File: src/wave_ctrl_defines.svh
`ifndef WAVE_CTRL_DEFINES_SVH
`define WAVE_CTRL_DEFINES_SVH

// register word indices; byte address is index times four
`define IDX_CTRL_FIRST 6'h00
`define IDX_HIGH_FIRST 6'h04
`define IDX_STATUS 6'h08
`define IDX_LAST 6'h08
`define IDX_TIMER_MASK 6'h03
`define IDX_LSB 2
`define IDX_MSB 7

`define CTRL_RESET 8'h00
`define HIGH_RESET 2'h0

// first control register fields
`define ACT_A_MSB 7
`define ACT_A_LSB 6
`define ACT_B_MSB 5
`define ACT_B_LSB 4
`define ACT_C_MSB 3
`define ACT_C_LSB 2
`define MODE_LO_MSB 1
`define MODE_LO_LSB 0
// upper mode bits sit where the second timer control keeps them
`define MODE_HI_MSB 4
`define MODE_HI_LSB 3

// modes that let channel A toggle with action 01
`define FAST_TOG_LO 4'hE
`define FAST_TOG_HI 4'hF
`define DUAL_TOG_LO 4'h8
`define DUAL_TOG_HI 4'hB

`define ACT_OFF 2'h0
`define ACT_TOGGLE 2'h1
`define ACT_CLEAR 2'h2
`define ACT_SET 2'h3

`define RESP_OKAY 2'h0
`define RESP_SLVERR 2'h2
`define WAVE_RESET 1'b0

`endif

File: src/wave_ctrl_pkg.sv
package wave_ctrl_pkg;

typedef enum logic [1:0] {
    CLASS_NON_PWM = 2'h0,
    CLASS_FAST = 2'h1,
    CLASS_DUAL = 2'h3,
    CLASS_NONE = 2'h2
} mode_class_t;

typedef struct packed {
    logic [2:0] match;
    logic [2:0] cmp_top;
    logic [2:0] cmp_bottom;
    logic at_top;
    logic at_bottom;
    logic counting_down;
} timer_event_t;

typedef struct packed {
    logic awvalid;
    logic [7:0] awaddr;
    logic wvalid;
    logic [31:0] wdata;
    logic [3:0] wstrb;
    logic bready;
    logic arvalid;
    logic [7:0] araddr;
    logic rready;
} axil_req_t;

typedef struct packed {
    logic awready;
    logic wready;
    logic bvalid;
    logic [1:0] bresp;
    logic arready;
    logic rvalid;
    logic [31:0] rdata;
    logic [1:0] rresp;
} axil_rsp_t;

typedef struct packed {
    mode_class_t cls;
    logic [3:0] mode;
    logic [2:0][1:0] action;
} timer_setup_t;

function automatic mode_class_t classify_mode(input logic [3:0] m);
    mode_class_t c;
    c = CLASS_NONE;
    unique case (m)
        4'h0, 4'h4, 4'hC: c = CLASS_NON_PWM;
        4'h5, 4'h6, 4'h7, 4'hE, 4'hF: c = CLASS_FAST;
        4'h1, 4'h2, 4'h3, 4'h8, 4'h9, 4'hA, 4'hB: c = CLASS_DUAL;
        4'hD: c = CLASS_NONE;
    endcase
    return c;
endfunction : classify_mode

endpackage : wave_ctrl_pkg

File: src/channel_wave_gen.sv
`timescale 1ns/1ps
`include "wave_ctrl_defines.svh"

module channel_wave_gen #(
    parameter bit IS_CHAN_A = 1'b0
) (
    input wire logic clk,
    input wire logic rst,
    input wave_ctrl_pkg::mode_class_t cls,
    input wire logic [3:0] mode,
    input wire logic [1:0] action,
    input wire logic match,
    input wire logic cmp_top,
    input wire logic cmp_bottom,
    input wire logic at_top,
    input wire logic at_bottom,
    input wire logic counting_down,
    output logic wave_ff
);

logic fast_tog_ok;
logic dual_tog_ok;
logic inv;

// only channel A gets a toggle in the pwm classes
assign fast_tog_ok = IS_CHAN_A && (mode >= `FAST_TOG_LO) && (mode <= `FAST_TOG_HI); // [RULE7]
assign dual_tog_ok = IS_CHAN_A && (mode >= `DUAL_TOG_LO) && (mode <= `DUAL_TOG_HI); // [RULE10]
assign inv = action[0];

always_ff @(posedge clk)
begin
    if (rst)
        wave_ff <= `WAVE_RESET;
    else if (action != `ACT_OFF)
    begin
        unique case (cls)
            wave_ctrl_pkg::CLASS_NON_PWM:
            begin
                if (match)
                begin
                    unique case (action)
                        `ACT_TOGGLE: wave_ff <= ~wave_ff; // [RULE5]
                        `ACT_CLEAR: wave_ff <= 1'b0; // [RULE5]
                        `ACT_SET: wave_ff <= 1'b1; // [RULE5]
                        default: wave_ff <= wave_ff;
                    endcase
                end
            end
            wave_ctrl_pkg::CLASS_FAST:
            begin
                if (action == `ACT_TOGGLE)
                begin
                    if (match && fast_tog_ok)
                        wave_ff <= ~wave_ff; // [RULE7]
                end
                // top wins; a match at top is dropped
                else if (at_top)
                    wave_ff <= 1'b1 ^ inv; // [RULE6] [RULE8]
                else if (match && !cmp_top)
                    wave_ff <= 1'b0 ^ inv; // [RULE6] [RULE8]
            end
            wave_ctrl_pkg::CLASS_DUAL:
            begin
                if (action == `ACT_TOGGLE)
                begin
                    if (match && dual_tog_ok)
                        wave_ff <= ~wave_ff; // [RULE10]
                end
                else if (cmp_bottom)
                    wave_ff <= 1'b0 ^ inv; // [RULE12]
                else if (cmp_top)
                    wave_ff <= 1'b1 ^ inv; // [RULE12]
                else if (match)
                    wave_ff <= counting_down ^ inv; // [RULE9]
            end
            wave_ctrl_pkg::CLASS_NONE:
                wave_ff <= wave_ff;
        endcase
    end
end

endmodule : channel_wave_gen

File: src/timer_mode_decode.sv
`timescale 1ns/1ps
`include "wave_ctrl_defines.svh"

module timer_mode_decode (
    input wire logic [7:0] ctrl,
    input wire logic [1:0] high_bits,
    output wave_ctrl_pkg::timer_setup_t setup
);

logic [3:0] mode;

assign mode = {high_bits, ctrl[`MODE_LO_MSB:`MODE_LO_LSB]}; // [RULE11]

always_comb
begin
    setup.mode = mode;
    setup.cls = wave_ctrl_pkg::classify_mode(mode); // [RULE4]
    setup.action[0] = ctrl[`ACT_A_MSB:`ACT_A_LSB]; // [RULE1]
    setup.action[1] = ctrl[`ACT_B_MSB:`ACT_B_LSB]; // [RULE1]
    setup.action[2] = ctrl[`ACT_C_MSB:`ACT_C_LSB]; // [RULE1]
end

endmodule : timer_mode_decode

File: src/wave_ctrl_top.sv
// How it works
// [RULE1] action fields A 7:6, B 5:4, C 3:2, mode 1:0
// [RULE2] nonzero action hands pin to waveform
// [RULE3] software sets pin direction to output
// [RULE4] mode class selects action meaning
// [RULE5] non-pwm: off, toggle, clear, set on match
// [RULE6] fast: 10 clear match/set top, 11 reverse
// [RULE7] fast 01 toggles A only in modes 14,15
// [RULE8] fast: match at top ignored, top acts
// [RULE9] dual-slope: 10 clear up, set down
// [RULE10] dual-slope 01 toggles A only modes 8-11
// [RULE11] low mode bits join upper two bits
// [RULE12] dual-slope compare at bottom/top holds level
// [RULE13] four independent timer instances
`timescale 1ns/1ps
`include "wave_ctrl_defines.svh"

module wave_ctrl_top #(
    parameter int NUM_TIMERS = 4
) (
    input wire logic clk,
    input wire logic rst,
    input wave_ctrl_pkg::axil_req_t axil_req,
    output wave_ctrl_pkg::axil_rsp_t axil_rsp,
    input wave_ctrl_pkg::timer_event_t [NUM_TIMERS-1:0] tmr_evt,
    output logic [NUM_TIMERS-1:0][2:0] wave_out,
    output logic [NUM_TIMERS-1:0][2:0] wave_override
);

logic [NUM_TIMERS-1:0][7:0] ctrl_ff;
logic [NUM_TIMERS-1:0][1:0] high_ff;
logic [NUM_TIMERS-1:0][2:0] override_ff;
wave_ctrl_pkg::timer_setup_t [NUM_TIMERS-1:0] setup;

logic awready_ff;
logic aw_held_ff;
logic [7:0] waddr_ff;
logic wready_ff;
logic w_held_ff;
logic [31:0] wdata_ff;
logic [3:0] wstrb_ff;
logic bvalid_ff;
logic [1:0] bresp_ff;
logic arready_ff;
logic rvalid_ff;
logic [31:0] rdata_ff;
logic [1:0] rresp_ff;

logic wr_commit;
logic wr_done;
logic wr_ok;
logic [5:0] wr_idx;
logic rd_ok;
logic [5:0] rd_idx;
logic [31:0] rd_word;
logic wr_lane0;
logic [NUM_TIMERS-1:0] ctrl_wr_en;
logic [NUM_TIMERS-1:0] high_wr_en;
logic [31:0] status_word;
logic [NUM_TIMERS-1:0][2:0] nxt_override;

function automatic logic [5:0] word_index(input logic [7:0] addr);
    return addr[`IDX_MSB:`IDX_LSB];
endfunction : word_index

function automatic logic index_mapped(input logic [5:0] idx);
    return idx <= `IDX_LAST;
endfunction : index_mapped

function automatic logic [5:0] ctrl_index(input int n);
    return `IDX_CTRL_FIRST + 6'(n);
endfunction : ctrl_index

function automatic logic [5:0] high_index(input int n);
    return `IDX_HIGH_FIRST + 6'(n);
endfunction : high_index

// unmapped words answer with an error so a wrong address shows up in software
function automatic logic [1:0] resp_code(input logic ok);
    return ok ? `RESP_OKAY : `RESP_SLVERR;
endfunction : resp_code

// fields are placed by name so the response keeps its meaning if the struct is reordered
always_comb
begin
    axil_rsp.awready = awready_ff;
    axil_rsp.wready = wready_ff;
    axil_rsp.bvalid = bvalid_ff;
    axil_rsp.bresp = bresp_ff;
    axil_rsp.arready = arready_ff;
    axil_rsp.rvalid = rvalid_ff;
    axil_rsp.rdata = rdata_ff;
    axil_rsp.rresp = rresp_ff;
end

// write address and data are taken in either order, held until the response is accepted
assign wr_commit = aw_held_ff && w_held_ff && !bvalid_ff;
assign wr_done = bvalid_ff && axil_req.bready;
assign wr_idx = word_index(waddr_ff);
assign wr_ok = index_mapped(wr_idx);
assign wr_lane0 = wr_commit && wstrb_ff[0];

// one decoded enable per register keeps each timer's flops apart from the others
always_comb
begin
    ctrl_wr_en = '0;
    high_wr_en = '0;
    for (int i = 0; i < NUM_TIMERS; i++)
    begin
        ctrl_wr_en[i] = wr_lane0 && (wr_idx == ctrl_index(i));
        high_wr_en[i] = wr_lane0 && (wr_idx == high_index(i));
    end
end

// awready stays low from the take until the response is accepted: one write at a time

always_ff @(posedge clk)
begin
    if (rst)
    begin
        awready_ff <= 1'b0;
        aw_held_ff <= 1'b0;
        waddr_ff <= 8'h00;
    end
    else if (axil_req.awvalid && awready_ff)
    begin
        awready_ff <= 1'b0;
        aw_held_ff <= 1'b1;
        waddr_ff <= axil_req.awaddr;
    end
    else if (wr_done)
    begin
        aw_held_ff <= 1'b0;
        awready_ff <= 1'b1;
    end
    else if (!aw_held_ff)
        awready_ff <= 1'b1;
end

always_ff @(posedge clk)
begin
    if (rst)
    begin
        wready_ff <= 1'b0;
        w_held_ff <= 1'b0;
        wdata_ff <= 32'h00000000;
        wstrb_ff <= 4'h0;
    end
    else if (axil_req.wvalid && wready_ff)
    begin
        wready_ff <= 1'b0;
        w_held_ff <= 1'b1;
        wdata_ff <= axil_req.wdata;
        wstrb_ff <= axil_req.wstrb;
    end
    else if (wr_done)
    begin
        w_held_ff <= 1'b0;
        wready_ff <= 1'b1;
    end
    else if (!w_held_ff)
        wready_ff <= 1'b1;
end

always_ff @(posedge clk)
begin
    if (rst)
    begin
        bvalid_ff <= 1'b0;
        bresp_ff <= `RESP_OKAY;
    end
    else if (wr_commit)
    begin
        bvalid_ff <= 1'b1;
        bresp_ff <= resp_code(wr_ok);
    end
    else if (wr_done)
        bvalid_ff <= 1'b0;
end

// the writable registers are one byte wide, so only lane 0 is honoured; the status word ignores writes
genvar t;
generate
    for (t = 0; t < NUM_TIMERS; t++)
    begin : g_timer
        always_ff @(posedge clk)
        begin
            if (rst)
            begin
                ctrl_ff[t] <= `CTRL_RESET;
                high_ff[t] <= `HIGH_RESET;
            end
            // both enables come from one decoded index, so a write touches one register at most
            else
            begin
                if (ctrl_wr_en[t])
                    ctrl_ff[t] <= wdata_ff[7:0]; // [RULE1]
                if (high_wr_en[t])
                    high_ff[t] <= wdata_ff[`MODE_HI_MSB:`MODE_HI_LSB]; // [RULE11]
            end
        end

        timer_mode_decode u_decode (
            .ctrl(ctrl_ff[t]),
            .high_bits(high_ff[t]),
            .setup(setup[t])
        );

        always_ff @(posedge clk)
        begin
            if (rst)
                override_ff[t] <= 3'h0;
            else
                override_ff[t] <= nxt_override[t]; // [RULE2]
        end

        // each timer sees only its own comparator events
        for (genvar c = 0; c < 3; c++)
        begin : g_chan
            channel_wave_gen #(
                .IS_CHAN_A(c == 0)
            ) u_chan (
                .clk(clk),
                .rst(rst),
                .cls(setup[t].cls),
                .mode(setup[t].mode),
                .action(setup[t].action[c]),
                .match(tmr_evt[t].match[c]),
                .cmp_top(tmr_evt[t].cmp_top[c]),
                .cmp_bottom(tmr_evt[t].cmp_bottom[c]),
                .at_top(tmr_evt[t].at_top),
                .at_bottom(tmr_evt[t].at_bottom),
                .counting_down(tmr_evt[t].counting_down),
                .wave_ff(wave_out[t][c])
            ); // [RULE13]
        end
    end
endgenerate

assign wave_override = override_ff;

// a nonzero action field takes the pin away from the port logic, one channel at a time
always_comb
begin
    nxt_override = '0;
    for (int i = 0; i < NUM_TIMERS; i++)
    begin
        for (int c = 0; c < 3; c++)
        begin
            nxt_override[i][c] = setup[i].action[c] != `ACT_OFF; // [RULE2]
        end
    end
end

// status mirrors the live outputs; it is read only, so writes to it are answered and dropped
assign status_word = {4'h0, 12'(override_ff), 4'h0, 12'(wave_out)};

assign rd_idx = word_index(axil_req.araddr);
assign rd_ok = index_mapped(rd_idx);

// the read word is picked from the live address and captured at the take

always_comb
begin
    rd_word = 32'h00000000;
    if (rd_idx == `IDX_STATUS)
        rd_word = status_word;
    else
    begin
        // the two index ranges never overlap, so at most one match per word
        for (int i = 0; i < NUM_TIMERS; i++)
        begin
            if (rd_idx == ctrl_index(i))
                rd_word = {24'h000000, ctrl_ff[i]};
            if (rd_idx == high_index(i))
                rd_word = {27'h0000000, high_ff[i], 3'h0};
        end
    end
end

always_ff @(posedge clk)
begin
    if (rst)
    begin
        arready_ff <= 1'b0;
        rvalid_ff <= 1'b0;
        rdata_ff <= 32'h00000000;
        rresp_ff <= `RESP_OKAY;
    end
    else if (axil_req.arvalid && arready_ff)
    begin
        arready_ff <= 1'b0;
        rvalid_ff <= 1'b1;
        rdata_ff <= rd_ok ? rd_word : 32'h00000000;
        rresp_ff <= resp_code(rd_ok);
    end
    else if (rvalid_ff && axil_req.rready)
    begin
        rvalid_ff <= 1'b0;
        arready_ff <= 1'b1;
    end
    else if (!rvalid_ff)
        arready_ff <= 1'b1;
end

endmodule : wave_ctrl_top

File: config.mk
export PLATFORM = sky130hd
export DESIGN_NAME = wave_ctrl_top
export DESIGN_NICKNAME = d
export VERILOG_FILES = /design/src/wave_ctrl_pkg.sv /design/src/channel_wave_gen.sv /design/src/timer_mode_decode.sv /design/src/wave_ctrl_top.sv
export VERILOG_INCLUDE_DIRS = /design/src /design/src/src
export SDC_FILE = /design/constraint.sdc
export NUM_CORES = 1
export LEC_CHECK = 0
export BUFFER_PORTS_ARGS = -buffer_cell sky130_fd_sc_hd__buf_2
export CORE_UTILIZATION = 48
export CTS_CLUSTER_DIAMETER = 80
export DETAILED_ROUTE_END_ITERATION = 12
export MAX_ROUTING_LAYER = met4
export PLACE_DENSITY = 0.77
export SKIP_CTS_REPAIR_TIMING = 1
export SLEW_MARGIN = 20
export SYNTH_ARGS = -nofsm -noshare
export SYNTH_HDL_FRONTEND = slang
export SYNTH_SLANG_ARGS = --single-unit
File: constraint.sdc
create_clock -name clk -period 1.85 [get_ports clk]
set_input_delay 0.185 -clock clk [delete_from_list [all_inputs] [get_ports clk]]
set_output_delay 0.185 -clock clk [all_outputs]
set_load 0.01 [all_outputs]
Word level (Yosys, flattened, before mapping)
Memory sizes are Yosys's and may differ from the RTL's.
Cells that the tools add are included.
W data, S select, Z words.
- register bits: 124
- bits in latches: 0
- bits in writable memories: 0
- bits in read-only memories: 128
- input port bits: 107
- output and inout port bits: 65
- logic and storage cells: 483
- memories: 4
- add/subtract/negate cells: 0
- $mul: 0
- div/mod/pow operators: 0
- order comparisons: 18
- eq/ne operators: 138
- shifts and indexed selects: 0
- muxes and demuxes: 152
- bitwise gates (word level): 40
- reductions and logical operators: 94
- memories (memory ; depth ; bits a word ; read ports ; clocked after Yosys merged registers in ; write ports ; RTL line ; RTL):
    (name not given) ; 16 ; 2 ; 1 ; 0 ; 0 ; wave_ctrl_pkg.sv:51 ; unique case (m)
    (name not given) ; 16 ; 2 ; 1 ; 0 ; 0 ; wave_ctrl_pkg.sv:51 ;
    (name not given) ; 16 ; 2 ; 1 ; 0 ; 0 ; wave_ctrl_pkg.sv:51 ;
    (name not given) ; 16 ; 2 ; 1 ; 0 ; 0 ; wave_ctrl_pkg.sv:51 ;
- operators with widths (operator ; number):
    $mux W32 ; 9
    $mux W1 ; 116
    $reduce_and A8 Y1 ; 12
    $pmux W1 S3 ; 24
    $eq A2 B2 Y1 const B ; 32
    $ne A2 B2 Y1 const B ; 28
    $eq A6 B3 Y1 const B ; 8
    $logic_and A1 B1 Y1 ; 44
    $eq A2 B1 Y1 const B ; 16
    $ge A4 B4 Y1 const B ; 8
    $le A4 B4 Y1 const B ; 8
    $ne A4 B1 Y1 const B ; 8
    $ne A4 B4 Y1 const B ; 8
    $reduce_bool A2 Y1 ; 16
    $not A1 Y1 ; 28
    $eq A6 B2 Y1 const B ; 4
    $ne A3 B2 Y1 const B ; 8
    $ne A3 B3 Y1 const B ; 8
    $ne A5 B4 Y1 const B ; 4
    $ne A4 B2 Y1 const B ; 4
    $ne A4 B3 Y1 const B ; 4
    $logic_not A1 Y1 ; 13
    $eq A6 B1 Y1 const B ; 2
    $le A6 B4 Y1 const B ; 2
    8 further kinds ; 28

Longest topological paths before layout
- depth in word-level cells: 11
- gate-level depth with buffers: 8
- gate-level depth less buffers: 8

Modules after synthesis
A second synthesis with hierarchy kept.
- cells, all modules: 793
- area, all modules: 6666.4 um^2
- by module, submodules not included (module ; times used ; cells each ; area each (um^2) ; sequential area each (um^2)):
    wave_ctrl_top ; 1 ; 447 ; 4052.6 ; 2001.9
    channel_wave_gen (g_timer[0].g_chan[1].u_chan ...) ; 8 ; 20 ; 147.6 ; 20.0
    channel_wave_gen (g_timer[1].g_chan[0].u_chan ...) ; 3 ; 30 ; 257.7 ; 20.0
    timer_mode_decode ; 4 ; 17 ; 111.4 ; 0.0
    channel_wave_gen (g_timer[0].g_chan[0].u_chan) ; 1 ; 28 ; 214.0 ; 20.0

Least setup slack after synthesis
Ideal clock, no wire load.
- path type: register -> register
- from: register ctrl_ff[10] in the netlist's numbering
- to: register g_timer[1].g_chan[2].u_chan.wave_ff
- library setup time: 133 ps
- arrival time: 1604 ps
- slack: 113 ps
- stages on the path, launching flop included: 9
- path buffers: 1
- period minus slack after synthesis: 1737 ps
- path through: dfxtp_1 > clkbuf_1 > inv_1 > ha_1 > o21ai_0 > a221oi_1 > nand3_1 > nor3_1 > nor3_1
- longest elaborated chain between the ends: 6
- ends and longest elaborated chain (what ; RTL line ; RTL):
    start, declared ; wave_ctrl_top.sv:30 ; logic [NUM_TIMERS-1:0][7:0] ctrl_ff;
    start signal, assigned by index ; wave_ctrl_top.sv:190 ; ctrl_ff[t] <= `CTRL_RESET;
    start signal, assigned by index ; wave_ctrl_top.sv:197 ; ctrl_ff[t] <= wdata_ff[7:0];
    $xor A1 B1 Y1 ; channel_wave_gen.sv:74 ; wave_ff <= counting_down ^ inv;
    $mux W1 ; channel_wave_gen.sv:73 ; else if (match)
    $mux W1 ; channel_wave_gen.sv:71 ; else if (cmp_top)
    $mux W1 ; channel_wave_gen.sv:69 ; else if (cmp_bottom)
    $mux W1 ; channel_wave_gen.sv:64 ; if (action == `ACT_TOGGLE)
    $pmux W1 S3 ; channel_wave_gen.sv:36 ; unique case (cls)
    end signal, assigned ; channel_wave_gen.sv:67 ; wave_ff <= ~wave_ff;
    end signal, assigned ; channel_wave_gen.sv:70 ; wave_ff <= 1'b0 ^ inv;
    end signal, assigned ; channel_wave_gen.sv:72 ; wave_ff <= 1'b1 ^ inv;
    end, declared ; channel_wave_gen.sv:18 ; output logic wave_ff
Several ways; a longest one is shown, not always the timed one. The select of a mux whose other input is x is not followed.
A chain may end at the register's enable or synchronous reset.

Final worst setup path
- from: register bvalid_ff
- to: register ctrl_ff[19] in the netlist's numbering
- longest elaborated chain between the ends: 4
- ends and longest elaborated chain (what ; RTL line ; RTL):
    start, declared ; wave_ctrl_top.sv:42 ; logic bvalid_ff;
    start signal, assigned ; wave_ctrl_top.sv:169 ; bvalid_ff <= 1'b0;
    start signal, assigned ; wave_ctrl_top.sv:174 ; bvalid_ff <= 1'b1;
    start signal, assigned ; wave_ctrl_top.sv:178 ; bvalid_ff <= 1'b0;
    $logic_not A1 Y1 ; wave_ctrl_top.sv:97 ; assign wr_commit = aw_held_ff && w_held_ff && !bvalid_ff;
    $logic_and A1 B1 Y1 ; wave_ctrl_top.sv:97 ;
    $logic_and A1 B1 Y1 ; wave_ctrl_top.sv:101 ; assign wr_lane0 = wr_commit && wstrb_ff[0];
    $logic_and A1 B1 Y1 ; wave_ctrl_top.sv:110 ; ctrl_wr_en[i] = wr_lane0 && (wr_idx == ctrl_index(i));
Every way passes these cells.

==> metrics.yaml <==
critical_path:
  required_ns: 2.08
  critPathLaunchType: "flip-flop"
  worstReg2RegEnd: "ctrl_ff[19]"
  path_class: "reg2reg"
  worstPathMaxFanout: 8
  arrival_ns: 2.00
  reg2reg_from: "bvalid_ff"
  r2r_setup_slack_ns: 0.08
  end_kind: "flip-flop"
  rr_worst_depth: 7
synthesis:
  synth.cell_area_sq_um: 6540
  synth-seq-area-share: 0.343
  yosys_warnings: 0
  synth.area.top_cells: "dfxtp_1 (34%), mux2i_1 (7.5%), ha_1 (6.9%), nor2_1 (5.1%), buf_4 (3.6%)"
  syn_inst: 768
  ys_ff_latch: 112
  yosys.area.top_type: "dfxtp_1"
  synth_edf_count: 0
  postSynth.asyncResetShare: 0
  synth.avg_cell_area_sq_um: 8.52
  ys_types: 72
  synth_top_area_frac: 0.343
  ys.flop_type: "dfxtp_1"
sta:
  relSlewSlack: 0.642
  slew_viol_final: 0
  tightest_slew_ns: 0.536
  setup_viol: 0
  finClkSkew_ns: 0.0123
  final.min_clock_period_ns: 1.77
  setup_tns_ns: 0
  fin_crit_sh: 0.959
  fmax_mhz: 564
  final_hold_viol_count: 0
detailed_routing:
  firstDrtPassIters: 5
  vias_per_cell: 5.58
  postRouteAntennaNets: 0
  drtIter0Drc: 417
  vias: 6014
  wl_per_cell_um: 15.9
  wirelength_mm: 17.1
  drc: 0
die:
  design.core.area_sq_um: 13300
  start_util: 0.492
  die_y_um: 119
  dieArea_sq_um: 14100
  rows: 42
  ios: 172
  die_x_um: 119
global_routing:
  grt_overflow: 0
  grt_pass1_vias: 5686
  antenna_found_initial: 0
  grt_pass1_wl_mm: 28.0
  grt_util_all_layers: 0.255
  grt_max_degree: 46
placed_design:
  place_area_sq_um: 7400
  port_buffers: 126
  dp_cells: 1057
  dpl.hpwl_mm: 13.0
  place.gp.congestion: 0.940
outcome:
  status: "finished clean"
layout:
  nNetsFinal: 1039
  num_antenna_cells: 0
  area_growth_pct: 19.8
  final_util: 0.590
  layout-drive-gt1-share: 0.266
  fin_area_sq_um: 7840
  stdcell_count: 1077
clock_network:
  clockRootBuffer: "clkbuf_16"
  clkTransAtPathRegs_ns: 0.08
  htree_levels: 3
  clock_path_buffers: 2
  cts_num_sinks: 112
  cts_tree: "yes"
  clk_latency_ns: 0.36
  cts_buffers: 9
pwr:
  p_total_mw: 4.86
  leakagePower_nw: 3.40
  ir_drop_mv: 0.422
  powerDensity_nw_per_um2: 620
hold_path:
  hold_path.class: "in2reg"
  min_delay_path_depth: 3
  holdPathEnd: "wdata_ff[3]"
  worstHoldStart: "axil_req[18]"
flow_run:
  drv_cap: 0
-- state kept, by name, indices dropped and copies added (netlist names), 6 cells and up --
name	count
ctrl_ff	32
g_timer.g_chan.u_chan.wave_ff	12
high_ff	8
rdata_ff	24
waddr_ff	6
wave_override	12
wdata_ff	8
-- cells in the mapped netlist, types with 5 or more instances --
master,number
a211oi_1,7
a21oi_1,45
a221oi_1,6
a22o_1,16
a22oi_1,9
a31oi_1,5
buf_1,5
buf_2,8
buf_4,31
clkbuf_1,22
dfxtp_1,112
ha_1,36
inv_1,48
mux2i_1,49
nand2_1,54
nand2b_1,7
nand3_1,16
nand3b_1,7
nor2_1,89
nor2b_1,10
nor3_1,16
nor4_1,11
o211a_1,5
o211ai_1,9
o21a_1,5
o21ai_0,37
o21bai_1,9
o22ai_1,11
-- where the power goes --
group          total [mW]  internal [mW]  switching (mW)
Clock                2.06           1.12           0.938
Sequential           2.48           2.44          0.0454
Combinational       0.325          0.133           0.192
Total                4.86           3.69            1.18
-- per-layer routing --
layer | vias to the layer above | global-route usage | share of wire
met5 | - | - | 0
met4 | 0 | 0.0989 | 0.033
met3 | 43 | 0.0357 | 0.059
met2 | 223 | 0.394 | 0.45
met1 | 2783 | 0.338 | 0.46
li1 | 2965 | - | -
-- cell families after synthesis --
group                      count (synthesis)  share of synthesized area
adders and majority gates                 36                     0.0688
and+or+nand+nor                          245                      0.189
AOI/OAI and AO/OA                        198                      0.209
xor gates and xnor gates                   5                    0.00669
buffers and inverters                    115                     0.0855
DFF                                      112                      0.343
muxes                                     56                     0.0985
other                                      1                   0.000573
-- worst max-delay path by stage --
stage / startpoint / end / slack (ns)
2_1_floorplan: ctrl_ff[10] / g_timer[1].g_chan[2].u_chan.wave_ff / 0.11
3_3_place_gp: ctrl_ff[8] / g_timer[1].g_chan[1].u_chan.wave_ff / 0.08
3_5_place_dp: ctrl_ff[8] / g_timer[1].g_chan[1].u_chan.wave_ff / 0.05
4_1_cts: ctrl_ff[8] / g_timer[1].g_chan[1].u_chan.wave_ff / 0.02
5_1_grt: aw_held_ff / ctrl_ff[19] / -0.03
6_report: bvalid_ff / ctrl_ff[19] / 0.08
-- critical path, cell delays in order (launching register included) --
cell      delay, ns
dfxtp_2        0.32
nand3b_4       0.16
and4bb_2       0.35
nand2b_4       0.09
nor3b_4        0.22
buf_6          0.20
mux2i_2        0.24
nor2_1         0.05
-- metrics by stage --
| stage | hold WS (ns) | worst slack (ns) |
|---|---|---|
| after floorplan | 0.321 | 0.113 |
| after global placement | 0.432 | 0.0850 |
| after detailed placement | 0.434 | 0.0466 |
| after CTS | 0.0510 | 0.0230 |
| after global routing | 0.0647 | -0.0348 |
| final | 0.0599 | 0.0764 |
-- cell type report --
cell class,count,area (sq um)
Clock inverter,5,70.1
Inverter,48,180
Clock buffer,11,243
Multi-Input combinational cell,550,3850
Timing Repair Buffer,175,1020
Sequential cell,112,2260
Fill cell,1179,5450
Tap cell,176,220
-- cells in the final DEF (no fill, tap or decap), types with 11 or more instances in the layout --
master / instances
buf_4: 46
dfxtp_2: 12
mux2i_1: 48
a22o_1: 16
inv_1: 48
dfxtp_1: 100
ha_1: 36
nor2_1: 89
nor4_1: 11
o21ai_0: 37
nand2_1: 54
nor3_1: 15
buf_2: 126
a21oi_1: 44
nand3_1: 16
Power figures use the tool's default switching activity.
